File: config.mk
export PLATFORM = sky130hd
export DESIGN_NAME = irx_top
export DESIGN_NICKNAME = d
export VERILOG_FILES = /design/src/hw/irx_pkg.sv /design/src/hw/irx_sync.sv /design/src/hw/irx_enc.sv /design/src/hw/irx_top.sv
export SDC_FILE = /design/constraint.sdc
export NUM_CORES = 1
export LEC_CHECK = 0
export BUFFER_PORTS_ARGS = -buffer_cell sky130_fd_sc_hd__buf_2
export CAP_MARGIN = 30
export CORE_ASPECT_RATIO = 0.5
export CORE_MARGIN = 2
export CORE_UTILIZATION = 35
export CTS_BUF_LIST = sky130_fd_sc_hd__clkbuf_16
export CTS_CLUSTER_DIAMETER = 100
export DETAILED_ROUTE_END_ITERATION = 16
export GPL_TIMING_DRIVEN = 0
export PLACE_DENSITY = 0.7
export SYNTH_ARGS = -nofsm -noshare
export SYNTH_HDL_FRONTEND = slang
export SYNTH_HIERARCHICAL = 1
export SYNTH_SLANG_ARGS = --single-unit
File: constraint.sdc
create_clock -name aclk -period 3.74 [get_ports aclk]
set_input_delay 0.187 -clock aclk [delete_from_list [all_inputs] [get_ports aclk]]
set_output_delay 0.187 -clock aclk [all_outputs]
set_load 0.02 [all_outputs]
File: src/hw/irx_pkg.sv
// constants, field layouts and types shared by the infrared codec files
// Function
// [RULE1] While enabled, encode UART output to pulses and decode pulses to UART input.
// [RULE2] The link is half-duplex; sending and receiving never overlap.
// [RULE3] Bit rate comes from the baud generator; 9600 to 115.2 kbps is compliant.
// [RULE4] Software enables the UART first; the codec has no serial engine.
// [RULE5] Encoder times every bit as sixteen baud-clock periods from the UART output.
// [RULE6] A transmitted one keeps the pulse output low for all sixteen clocks.
// [RULE7] A transmitted zero is low seven, high three, low six clocks.
// [RULE8] Software clears receive enable while transmitting to avoid crosstalk.
// [RULE9] The receive decoder works only while receive enable is set.
// [RULE10] Software never lets the UART transmit while the decoder is enabled.
// [RULE11] Decoder uses sixteen clocks per bit; valid low pulse gives delayed low bit.
// [RULE12] Pulses wider than five baud clocks are always discarded.
// [RULE13] Minimum-width code zero skips the narrow check; any edge is a pulse.
// [RULE14] Minimum-width code sits in control bits 7:4; non-zero enables the check.
// [RULE15] Six-bit down-counter loads code in upper bits and three below.
// [RULE16] With the check on, pulses shorter than the count in system clocks are ignored.
// [RULE17] Software sets code to int((fsys*wmin-3)/4), or zero below one.
// [RULE18] First received bit may jitter; later bits are exactly sixteen clocks wide.
// [RULE19] Receive enable is control bit 1; when clear the infrared input is ignored.
// [RULE20] While disabled, pulse output stays low and UART input idles high.
// [RULE21] The infrared input is synchronised before widths or edges are measured.
package irx_pkg;
	// register bus geometry; printed offsets are word indices
	localparam int ADDR_W = 12;
	localparam logic [9:0] CTRL_IDX = 10'h0bf;
	localparam logic [9:0] STAT_IDX = 10'h0c0;
	localparam logic [1:0] RESP_OKAY = 2'h0;
	localparam logic [1:0] RESP_SLVERR = 2'h2;
	// control register layout
	localparam int CTRL_EN_BIT = 0;
	localparam int CTRL_RXEN_BIT = 1;
	localparam int CTRL_LOOP_BIT = 2;
	localparam int MINW_LSB = 4;
	localparam int MINW_MSB = 7;
	localparam logic [7:0] CTRL_RST = 8'h00;
	localparam logic [7:0] CTRL_WMASK = 8'hf7;
	// status register layout
	localparam int STAT_RXD_BIT = 0;
	localparam int STAT_TXACT_BIT = 1;
	localparam int STAT_CLASH_BIT = 2;
	// bit timing in baud-clock periods; MINW_LOW is the minimum-width count's low bits, in system clocks
	localparam logic [3:0] BIT_LAST = 4'hf;
	localparam logic [3:0] PULSE_FIRST = 4'h7;
	localparam logic [3:0] PULSE_LAST = 4'h9;
	localparam logic [2:0] WIDE_MAX = 3'h5;
	localparam logic [1:0] MINW_LOW = 2'h3;
	// decoder pulse tracker
	typedef enum logic [1:0] {
		IRX_IDLE,
		IRX_PULSE,
		IRX_REJECT
	} irx_rx_e;
endpackage

File: src/hw/irx_sync.sv
// two-flop synchroniser for the infrared receive pin
module irx_sync (
	// clock and reset
	input wire logic aclk,
	input wire logic aresetn,
	// level in and out
	input wire logic async_in,
	output logic sync_out
);
	import irx_pkg::*;

	typedef struct packed {
		logic s1;
		logic s2;
	} irx_sync_s;

	irx_sync_s s;
	irx_sync_s next_s;

	// the idle level of the pin is high, so reset to high
	always_comb begin
		next_s.s1 = async_in;
		next_s.s2 = s.s1; // [RULE21]
	end

	always_ff @(posedge aclk) begin
		if (!aresetn) begin
			s <= '{s1: 1'b1, s2: 1'b1};
		end else begin
			s <= next_s;
		end
	end

	assign sync_out = s.s2;
endmodule

File: src/hw/irx_enc.sv
// return-to-zero pulse encoder driven by the sixteen-times baud tick
module irx_enc (
	// clock and reset
	input wire logic aclk,
	input wire logic aresetn,
	// control
	input wire logic enable,
	input wire logic baud_tick,
	// serial in, pulse out
	input wire logic uart_txd,
	output logic ir_pulse_out
);
	import irx_pkg::*;

	typedef struct packed {
		logic [3:0] phase;
		logic bit_val;
		logic out;
	} irx_enc_s;

	irx_enc_s s;
	irx_enc_s next_s;

	// a change of the serial line restarts the phase, so bit cells follow the uart
	always_comb begin
		next_s = s;
		if (!enable) begin
			next_s.phase = '0;
			next_s.bit_val = 1'b1;
			next_s.out = 1'b0; // [RULE20]
		end else begin
			if (baud_tick) begin
				if (uart_txd != s.bit_val) begin
					next_s.phase = '0;
					next_s.bit_val = uart_txd;
				end else begin
					next_s.phase = s.phase + 4'h1; // wraps after sixteen ticks [RULE5]
				end
			end
			// ones stay low, zeros pulse high in phases 7..9 [RULE6] [RULE7] [RULE1]
			next_s.out = !s.bit_val && (s.phase >= PULSE_FIRST) && (s.phase <= PULSE_LAST);
		end
	end

	always_ff @(posedge aclk) begin
		if (!aresetn) begin
			s <= '{phase: 4'h0, bit_val: 1'b1, out: 1'b0};
		end else begin
			s <= next_s;
		end
	end

	assign ir_pulse_out = s.out;
endmodule

File: src/hw/irx_top.sv
// infrared codec top: register slave, pulse decoder and encoder hookup
module irx_top (
	// clock and reset
	input wire logic aclk,
	input wire logic aresetn,
	// axi4-lite write address
	input wire logic awvalid,
	output logic awready,
	input wire logic [irx_pkg::ADDR_W-1:0] awaddr,
	input wire logic [2:0] awprot,
	// axi4-lite write data
	input wire logic wvalid,
	output logic wready,
	input wire logic [31:0] wdata,
	input wire logic [3:0] wstrb,
	// axi4-lite write response
	output logic bvalid,
	input wire logic bready,
	output logic [1:0] bresp,
	// axi4-lite read address
	input wire logic arvalid,
	output logic arready,
	input wire logic [irx_pkg::ADDR_W-1:0] araddr,
	input wire logic [2:0] arprot,
	// axi4-lite read data
	output logic rvalid,
	input wire logic rready,
	output logic [31:0] rdata,
	output logic [1:0] rresp,
	// uart side
	input wire logic baud_tick,
	input wire logic uart_txd,
	output logic uart_rxd,
	// transceiver pins
	output logic ir_pulse_out,
	input wire logic ir_pulse_in
);
	import irx_pkg::*;

	typedef struct packed {
		// register slave
		logic [7:0] ctrl;
		logic clash;
		logic aw_held;
		logic [9:0] aw_idx;
		logic w_held;
		logic [7:0] w_byte;
		logic w_lane0;
		logic bvalid;
		logic [1:0] bresp;
		logic rvalid;
		logic [31:0] rdata;
		logic [1:0] rresp;
		// decoder
		irx_rx_e st;
		logic prev_lvl;
		logic [5:0] minw_cnt;
		logic min_ok;
		logic [2:0] wide_cnt;
		logic busy;
		logic pend;
		logic [3:0] out_cnt;
		logic rxd;
	} irx_top_s;

	irx_top_s s;
	irx_top_s next_s;

	logic pin_lvl;
	logic rx_lvl;
	logic enc_out;
	logic en;
	logic rx_en;
	logic loop_en;
	logic [3:0] minw_code;
	logic accept;
	logic [7:0] stat_val;

	// word index of a byte address
	function automatic logic [9:0] word_idx(input logic [ADDR_W-1:0] a);
		return a[ADDR_W-1:2];
	endfunction

	// register read view, zero for unmapped
	function automatic logic [31:0] reg_view(input logic [9:0] idx, input logic [7:0] c,
		input logic [7:0] st);
		if (idx == CTRL_IDX) begin
			return {24'h000000, c};
		end else if (idx == STAT_IDX) begin
			return {24'h000000, st};
		end
		return 32'h00000000;
	endfunction

	function automatic logic is_mapped(input logic [9:0] idx);
		return (idx == CTRL_IDX) || (idx == STAT_IDX);
	endfunction

	// pin passes two flops before any edge or width logic
	irx_sync u_sync (
		.aclk(aclk),
		.aresetn(aresetn),
		.async_in(ir_pulse_in),
		.sync_out(pin_lvl)
	);

	// encoder runs straight off the uart output; it has no serial engine of its own
	irx_enc u_enc (
		.aclk(aclk),
		.aresetn(aresetn),
		.enable(en),
		.baud_tick(baud_tick),
		.uart_txd(uart_txd),
		.ir_pulse_out(enc_out)
	);

	// control decode
	assign en = s.ctrl[CTRL_EN_BIT];
	assign rx_en = s.ctrl[CTRL_RXEN_BIT];
	assign loop_en = s.ctrl[CTRL_LOOP_BIT];
	assign minw_code = s.ctrl[MINW_MSB:MINW_LSB];

	// loopback feeds the inverted encoder output back; it is on-chip, no sync needed
	assign rx_lvl = loop_en ? ~enc_out : pin_lvl;

	// status view of the block's own state
	always_comb begin
		stat_val = 8'h00;
		stat_val[STAT_RXD_BIT] = s.rxd;
		stat_val[STAT_TXACT_BIT] = en && !uart_txd;
		stat_val[STAT_CLASH_BIT] = s.clash;
	end

	// handshake outputs are combinational; one write and one read in flight
	assign awready = !s.aw_held && !s.bvalid;
	assign wready = !s.w_held && !s.bvalid;
	assign arready = !s.rvalid;
	assign bvalid = s.bvalid;
	assign bresp = s.bresp;
	assign rvalid = s.rvalid;
	assign rdata = s.rdata;
	assign rresp = s.rresp;
	assign uart_rxd = s.rxd;
	assign ir_pulse_out = enc_out;

	// a pulse ending low-to-high after meeting the minimum width is a zero bit
	assign accept = (s.st == IRX_PULSE) && !s.prev_lvl && rx_lvl && s.min_ok;

	always_comb begin
		next_s = s;

		// write address and data are held separately, either may come first
		if (awvalid && awready) begin
			next_s.aw_held = 1'b1;
			next_s.aw_idx = word_idx(awaddr);
		end
		if (wvalid && wready) begin
			next_s.w_held = 1'b1;
			next_s.w_byte = wdata[7:0];
			next_s.w_lane0 = wstrb[0];
		end
		if (s.aw_held && s.w_held && !s.bvalid) begin
			next_s.aw_held = 1'b0;
			next_s.w_held = 1'b0;
			next_s.bvalid = 1'b1;
			next_s.bresp = is_mapped(s.aw_idx) ? RESP_OKAY : RESP_SLVERR;
			if (s.w_lane0 && s.aw_idx == CTRL_IDX) begin
				next_s.ctrl = s.w_byte & CTRL_WMASK; // reserved bit 3 stays zero [RULE14]
			end
			if (s.w_lane0 && s.aw_idx == STAT_IDX && s.w_byte[STAT_CLASH_BIT]) begin
				next_s.clash = 1'b0;
			end
		end
		if (s.bvalid && bready) begin
			next_s.bvalid = 1'b0;
		end

		// reads answer one cycle after the address is taken
		if (arvalid && arready) begin
			next_s.rvalid = 1'b1;
			next_s.rdata = reg_view(word_idx(araddr), s.ctrl, stat_val);
			next_s.rresp = is_mapped(word_idx(araddr)) ? RESP_OKAY : RESP_SLVERR;
		end else if (s.rvalid && rready) begin
			next_s.rvalid = 1'b0;
		end

		// overlap of uart transmit and enabled decoder is flagged when loopback is off; set beats clear
		if (en && rx_en && !loop_en && !uart_txd) begin
			next_s.clash = 1'b1; // [RULE2] [RULE10]
		end

		next_s.prev_lvl = rx_lvl;

		if (!(en && rx_en)) begin
			// decoder idle: input ignored, uart sees a steady idle high [RULE9] [RULE19] [RULE20]
			next_s.st = IRX_IDLE;
			next_s.min_ok = 1'b0;
			next_s.minw_cnt = '0;
			next_s.wide_cnt = '0;
			next_s.busy = 1'b0;
			next_s.pend = 1'b0;
			next_s.out_cnt = '0;
			next_s.rxd = 1'b1;
		end else begin
			// pulse tracker; pulses are low on rx_lvl, the synchronised pin or the inverted loopback [RULE11]
			case (s.st)
				IRX_IDLE: begin
					if (s.prev_lvl && !rx_lvl) begin
						next_s.st = IRX_PULSE;
						next_s.minw_cnt = {minw_code, MINW_LOW}; // [RULE15]
						next_s.min_ok = (minw_code == 4'h0); // edge alone suffices [RULE13]
						next_s.wide_cnt = '0;
					end
				end
				IRX_PULSE: begin
					if (rx_lvl) begin
						next_s.st = IRX_IDLE;
					end else begin
						// count system clocks while low; short pulses never set min_ok [RULE16]
						if (s.minw_cnt > 6'h01) begin
							next_s.minw_cnt = s.minw_cnt - 6'h01;
						end else begin
							next_s.min_ok = 1'b1;
						end
						if (baud_tick) begin
							if (s.wide_cnt == WIDE_MAX) begin
								next_s.st = IRX_REJECT; // [RULE12]
							end else begin
								next_s.wide_cnt = s.wide_cnt + 3'h1;
							end
						end
					end
				end
				IRX_REJECT: begin
					// too wide: wait for the line to return high and drop it
					if (rx_lvl) begin
						next_s.st = IRX_IDLE;
					end
				end
				default: begin
					next_s.st = IRX_IDLE;
				end
			endcase

			// output shaper: each accepted pulse gives a sixteen-tick low bit [RULE1]
			if (s.busy) begin
				if (accept) begin
					next_s.pend = 1'b1;
				end
				if (baud_tick) begin
					next_s.out_cnt = s.out_cnt + 4'h1;
					if (s.out_cnt == BIT_LAST) begin
						// back-to-back zeros chain on the tick grid, exactly sixteen wide [RULE18]
						if (s.pend || accept) begin
							next_s.pend = 1'b0;
						end else begin
							next_s.busy = 1'b0;
							next_s.rxd = 1'b1;
						end
					end
				end
			end else if (accept) begin
				// the first bit starts at the pulse end, so it may jitter by a tick
				next_s.busy = 1'b1;
				next_s.out_cnt = '0;
				next_s.rxd = 1'b0;
			end
		end
	end

	// the uart's baud generator paces both directions [RULE3] [RULE5]
	always_ff @(posedge aclk) begin
		if (!aresetn) begin
			s <= '{
				ctrl: CTRL_RST,
				clash: 1'b0,
				aw_held: 1'b0,
				aw_idx: 10'h000,
				w_held: 1'b0,
				w_byte: 8'h00,
				w_lane0: 1'b0,
				bvalid: 1'b0,
				bresp: RESP_OKAY,
				rvalid: 1'b0,
				rdata: 32'h00000000,
				rresp: RESP_OKAY,
				st: IRX_IDLE,
				prev_lvl: 1'b1,
				minw_cnt: 6'h00,
				min_ok: 1'b0,
				wide_cnt: 3'h0,
				busy: 1'b0,
				pend: 1'b0,
				out_cnt: 4'h0,
				rxd: 1'b1
			};
		end else begin
			s <= next_s;
		end
	end
endmodule

Word-level counts from Yosys, hierarchy flattened
Cells that the tools add are included.

storage, ports and cells
  register bits after elaboration = 95
  bits of input ports = 76
  output and inout port bits = 43
  logic and storage cells = 150

operators by class
  add/sub/neg operators = 4
  magnitude comparators = 3
  equality and inequality tests = 21
  multiplexer cells = 40
  bitwise gates (word level) = 2
  reductions and logical operators = 54

operators by type and width
  operator               number
  $mux W32               3
  $eq A10 B8 Y1 const B  4
  $logic_and A1 B1 Y1    22
  $mux W10               2
  $pmux W10 S2           1
  $mux W2                9
  $mux W1                16
  $ne A2 B2 Y1 const B   8
  $reduce_and A4 Y1      4
  $reduce_and A2 Y1      6
  $mux W11               1
  $mux W5                2
  $reduce_bool A2 Y1     5
  $logic_not A1 Y1       9
  $add A4 B1 Y4 const B  2
  $mux W7                1
  $gt A6 B1 Y1 const B   1
  $mux W3                2
  $mux W6                1
  $pmux W2 S3            1
  $sub A6 B1 Y6 const B  1
  $reduce_and A5 Y1      1
  $eq A4 B4 Y1 const B   1
  $ge A4 B3 Y1 const B   1
  other kinds (15)       20

Longest topological paths before layout
  depth in word-level cells = 9
  mapped depth = 6
  gate-level depth less buffers = 6

Cells and area by module
Netlist, hierarchy kept.

by module, submodules not included
  module    times used  cells an instance  area an instance (um2)  sequential area each (um2)
  irx_top   1           365                2989.1                  1181.1
  irx_enc   1           31                 294.0                   120.1
  irx_sync  1           4                  52.6                    40.0

Least setup slack after synthesis
OpenSTA, ideal clock, no wires.

  path kind = register to register
  start = register u_enc.s (netlist bit u_enc/ir_pulse_out)
  end = register s[13] in the netlist's numbering
  setup time = 0.134 ns
  arrival = 1.453 ns
  data required time = 3.606 ns
  path slack = 2.152 ns
  stages on the path, launching flop included = 6
  buffers on the path = 1
  clock period less this slack = 1.588 ns
  cell sequence = dfxtp_1 > nand2_1 > a211o_1 > buf_2 > o311ai_0 > o31ai_1

on the way
  word-level cells in the longest chain between the ends = 6
  elaborated cells on any way between the ends = 7
  classes of those cells = 2 x eq/ne; 1 x mux; 1 x bitwise; 3 x reduce/logical

RTL lines
  what                                    line            source
  from (decl)                             irx_enc.sv:21   irx_enc_s s;
  from (signal assigned)                  irx_enc.sv:47   s <= '{phase: 4'h0, bit_val: 1'b1, out: 1'b0};
  from (signal assigned)                  irx_enc.sv:49   s <= next_s;
  $not A1 Y1 (*)                          irx_top.sv:124  assign rx_lvl = loop_en ? ~enc_out : pin_lvl;
  $mux W1 (*)                             irx_top.sv:124
  $logic_not A1 Y1                        irx_top.sv:208  if (s.prev_lvl && !rx_lvl) begin
  $logic_and A1 B1 Y1                     irx_top.sv:208
  $ne A2 B2 Y1 (no source line)           n/a
  $reduce_and A4 Y1 (no source line) (*)  n/a
  to (signal assigned)                    irx_top.sv:274  s <= '{
  to (signal assigned)                    irx_top.sv:298  s <= next_s;
  to (decl)                               irx_top.sv:66   irx_top_s s;

Every way passes the cells marked *; elsewhere a longest branch is shown, timed or not.
A chain may end at the register's enable or synchronous reset.

Final worst setup path
  start = register s (netlist bit loop_en)
  end = register s[14] in the netlist's numbering

on the way
  word-level cells in the longest chain between the ends = 5
  elaborated cells on any way between the ends = 6
  classes of those cells = 2 x eq/ne; 1 x mux; 3 x reduce/logical

RTL lines
  what                                    line
  $mux W1 (*)                             irx_top.sv:124
  $logic_not A1 Y1                        irx_top.sv:208
  $logic_and A1 B1 Y1                     irx_top.sv:208
  $ne A2 B2 Y1 (no source line)           n/a
  $reduce_and A4 Y1 (no source line) (*)  n/a

Marked as above.

==> results.toml <==
[pwr]
power_per_cell_area_nw_per_um2 = 411.2
total_leakage_power_nw = 1.695
vdd_ir_drop_max_v = 0.0002262
total_power_mw = 1.694

[sta]
period_share = 0.4890
worst-slew-pin-transition_ns = 0.6076
whs_ns = 0.04208
min_period_ns = 1.829
slew_violations = 0
rsz0062_at_grt = "no"
setup_tns_ns = 0
fin_skew_ns = 0.006127
relSlewSlack = 0.5912
hold_violations = 0
setup_viol = 0
fmax_mhz = 546.8

[yosys]
synthTopCellsByCount = "nand2_1, dfxtp_1, buf_4, a21boi_0, nor2_1"
synthTopCellsByArea = "dfxtp_1, nand2_1, buf_4, a21boi_0, mux2i_1"
ys.flop_type = "dfxtp_1"
ys_warn_count = 6
synth_cell_type_count = 47
ys_seq_area_frac = 0.4021
synth_top_cell_by_area = "dfxtp_1"
netlist_area_um2 = 3336
synth_top_area_frac = 0.4021
synth-seq-cells = 67
synth_edf_count = 0
synthArstFlopShare = 0
synth.avg_cell_area_um2 = 8.339
yosysMostFrequentCell = "nand2_1"
synth_cells = 400

[setup_path]
critPathLaunchType = "flop"
cp_slowest_stage_delay_ns = 0.39
cpMaxStageDelayCell = "o311ai_0"
arrival_ns = 2.03
end_kind = "flop"
criticalPathCategory = "flop to flop"
path_cells = "or2_4, a211o_1, buf_2, o311ai_0, o31ai_1"
path_max_fanout = 10
ff2ff_path_depth = 5
critPathRequiredTime_ns = 3.94

[global_route]
antenna_found_initial = 0
grt_pass1_vias = 2592
track_usage = 0.1453
grt_pass1_wl_mm = 12.01
gr-total-overflow = 0
grt_max_degree = 11

[job]
drv_cap = 0

[cts]
numClockSinks = 67
postCtsHoldBufs = 0
clkLatencyLatePin_ns = 0.33
htreeDepth = 3
cts_setup_buffers = 0
cts_root_buf = "clkbuf_16"
cts_resized = 0
cts_tree = "yes"
cts.clk_slew.worst_paths_ns = 0.05
ctsLongestPathBuffers = 2
cts_buffers = 9

[hold_path]
hold_path_depth = 2
hp-class = "primary input to flop"

[die]
coreArea_um2 = 9353
dieArea_um2 = 10370
placementRows = 25
initial_utilization = 0.3567
dieWidth_um = 142.1
io-pin-count = 119
fp.dieH_um = 73.03

[layout]
drive_gt1_frac = 0.2211
areaGrowthSynthToFinish_pct = 23.52
fin_area_um2 = 4120
antennaDiodeCount = 0
final_nets = 573
fin_cells = 614

[placed_design]
dp_cells = 599
place_hpwl_mm = 5.273
placed_area_um2 = 3845
numPortBuffers = 52
routabilityCongestion = 0.8719

[detailed_routing]
drt-total-wl_mm = 7.231
wl_per_cell_um = 11.78
viasPerCell = 4.630
vias = 2843
firstDrtPassIters = 4
drcViolationCount = 0
drt_iter0_markers = 137
ant_nets = 0

[outcome]
status = "finished clean"
==> cell type report <==
| type | count | area (µm²) |
|---|---|---|
| Buffer | 52 | 336.6 |
| Clock buffer | 9 | 225.2 |
| Clock inverter | 6 | 50.05 |
| Fill cell | 941 | 5233 |
| Inverter | 13 | 48.80 |
| Multi-Input combinational cell | 294 | 1707 |
| Sequential cell | 67 | 1341 |
| Tap cell | 121 | 151.4 |
| Timing Repair Buffer | 52 | 260.3 |
==> worst max-delay path: cells and delay by family, from the launching register on <==
| kind | cells | cell delay (ns) |
|---|---|---|
| buffers and inverters | 1 | 0.21 |
| flip-flops | 1 | 0.35 |
| AND/OR/NAND/NOR | 1 | 0.28 |
| AO/OA/AOI/OAI | 3 | 0.85 |
==> worst paths after layout <==
check                   start                to  slack [ns]
min reg2reg  u_sync/next_s[0]   u_sync/sync_out        0.41
max reg2reg           loop_en             s[14]        1.91
max                   loop_en             s[14]        1.91
min               ir_pulse_in  u_sync/next_s[0]        0.04
==> routing by layer <==
layer	GRT usage	share of wire	routed length, µm
met1	0.1808	0.48	3461
met2	0.2432	0.45	3288
met3	0.03937	0.052	376
met4	0.05778	0.014	104
met5	0	0	0
==> report_power, final <==
group	internal, mW	switching [mW]
clock	0.500	0.288
combinational	0.0659	0.0931
sequential	0.734	0.0127
==> cells in the final DEF (no fill, tap or decap), drive strengths merged, types with 3 or more instances in the layout <==
| master | count |
|---|---|
| dfxtp | 67 |
| nor4 | 4 |
| ha | 8 |
| and3 | 5 |
| conb | 27 |
| a211oi | 3 |
| nor2 | 19 |
| clkbuf | 22 |
| nor2b | 4 |
| nand4 | 4 |
| mux2i | 13 |
| nand2 | 77 |
| xor2 | 4 |
| o311ai | 4 |
| or4 | 3 |
| a21oi | 13 |
| a21boi | 26 |
| buf | 91 |
| o221a | 3 |
| nand3 | 17 |
| o21ai | 13 |
| nor3 | 10 |
| inv | 15 |
| clkinv | 3 |
| nand2b | 4 |
| o31ai | 6 |
==> per-stage QoR <==
stage          setup WS, ns    util
6_report              1.911  0.4405
5_1_grt               1.711  0.4405
4_1_cts               1.907  0.4405
3_5_place_dp          1.929  0.4111
3_3_place_gp          1.944  0.4111
2_1_floorplan         2.152       -
==> registers in the layout, summed over array words and instances, names as in the netlist <==
signal	count
uart_rxd	1
rvalid	1
u_sync/sync_out	1
u_sync/next_s	1
minw_code	4
rdata	7
u_enc/ir_pulse_out	1
rresp	1
u_enc/s	5
bresp	1
bvalid	1
loop_en	1
s	40
en	1
rx_en	1
==> logic make-up after synthesis <==
| kind of cell | after synthesis | synth area share |
|---|---|---|
| other cells | 1 | 0.001124 |
| fa+ha+maj | 8 | 0.03001 |
| xor+xnor | 6 | 0.01575 |
| simple gates | 159 | 0.2262 |
| flops | 67 | 0.4021 |
| buf+inv | 65 | 0.1155 |
| compound gates | 80 | 0.1669 |
| mux | 14 | 0.04238 |
Note: power is estimated with default switching activity, not from simulation.
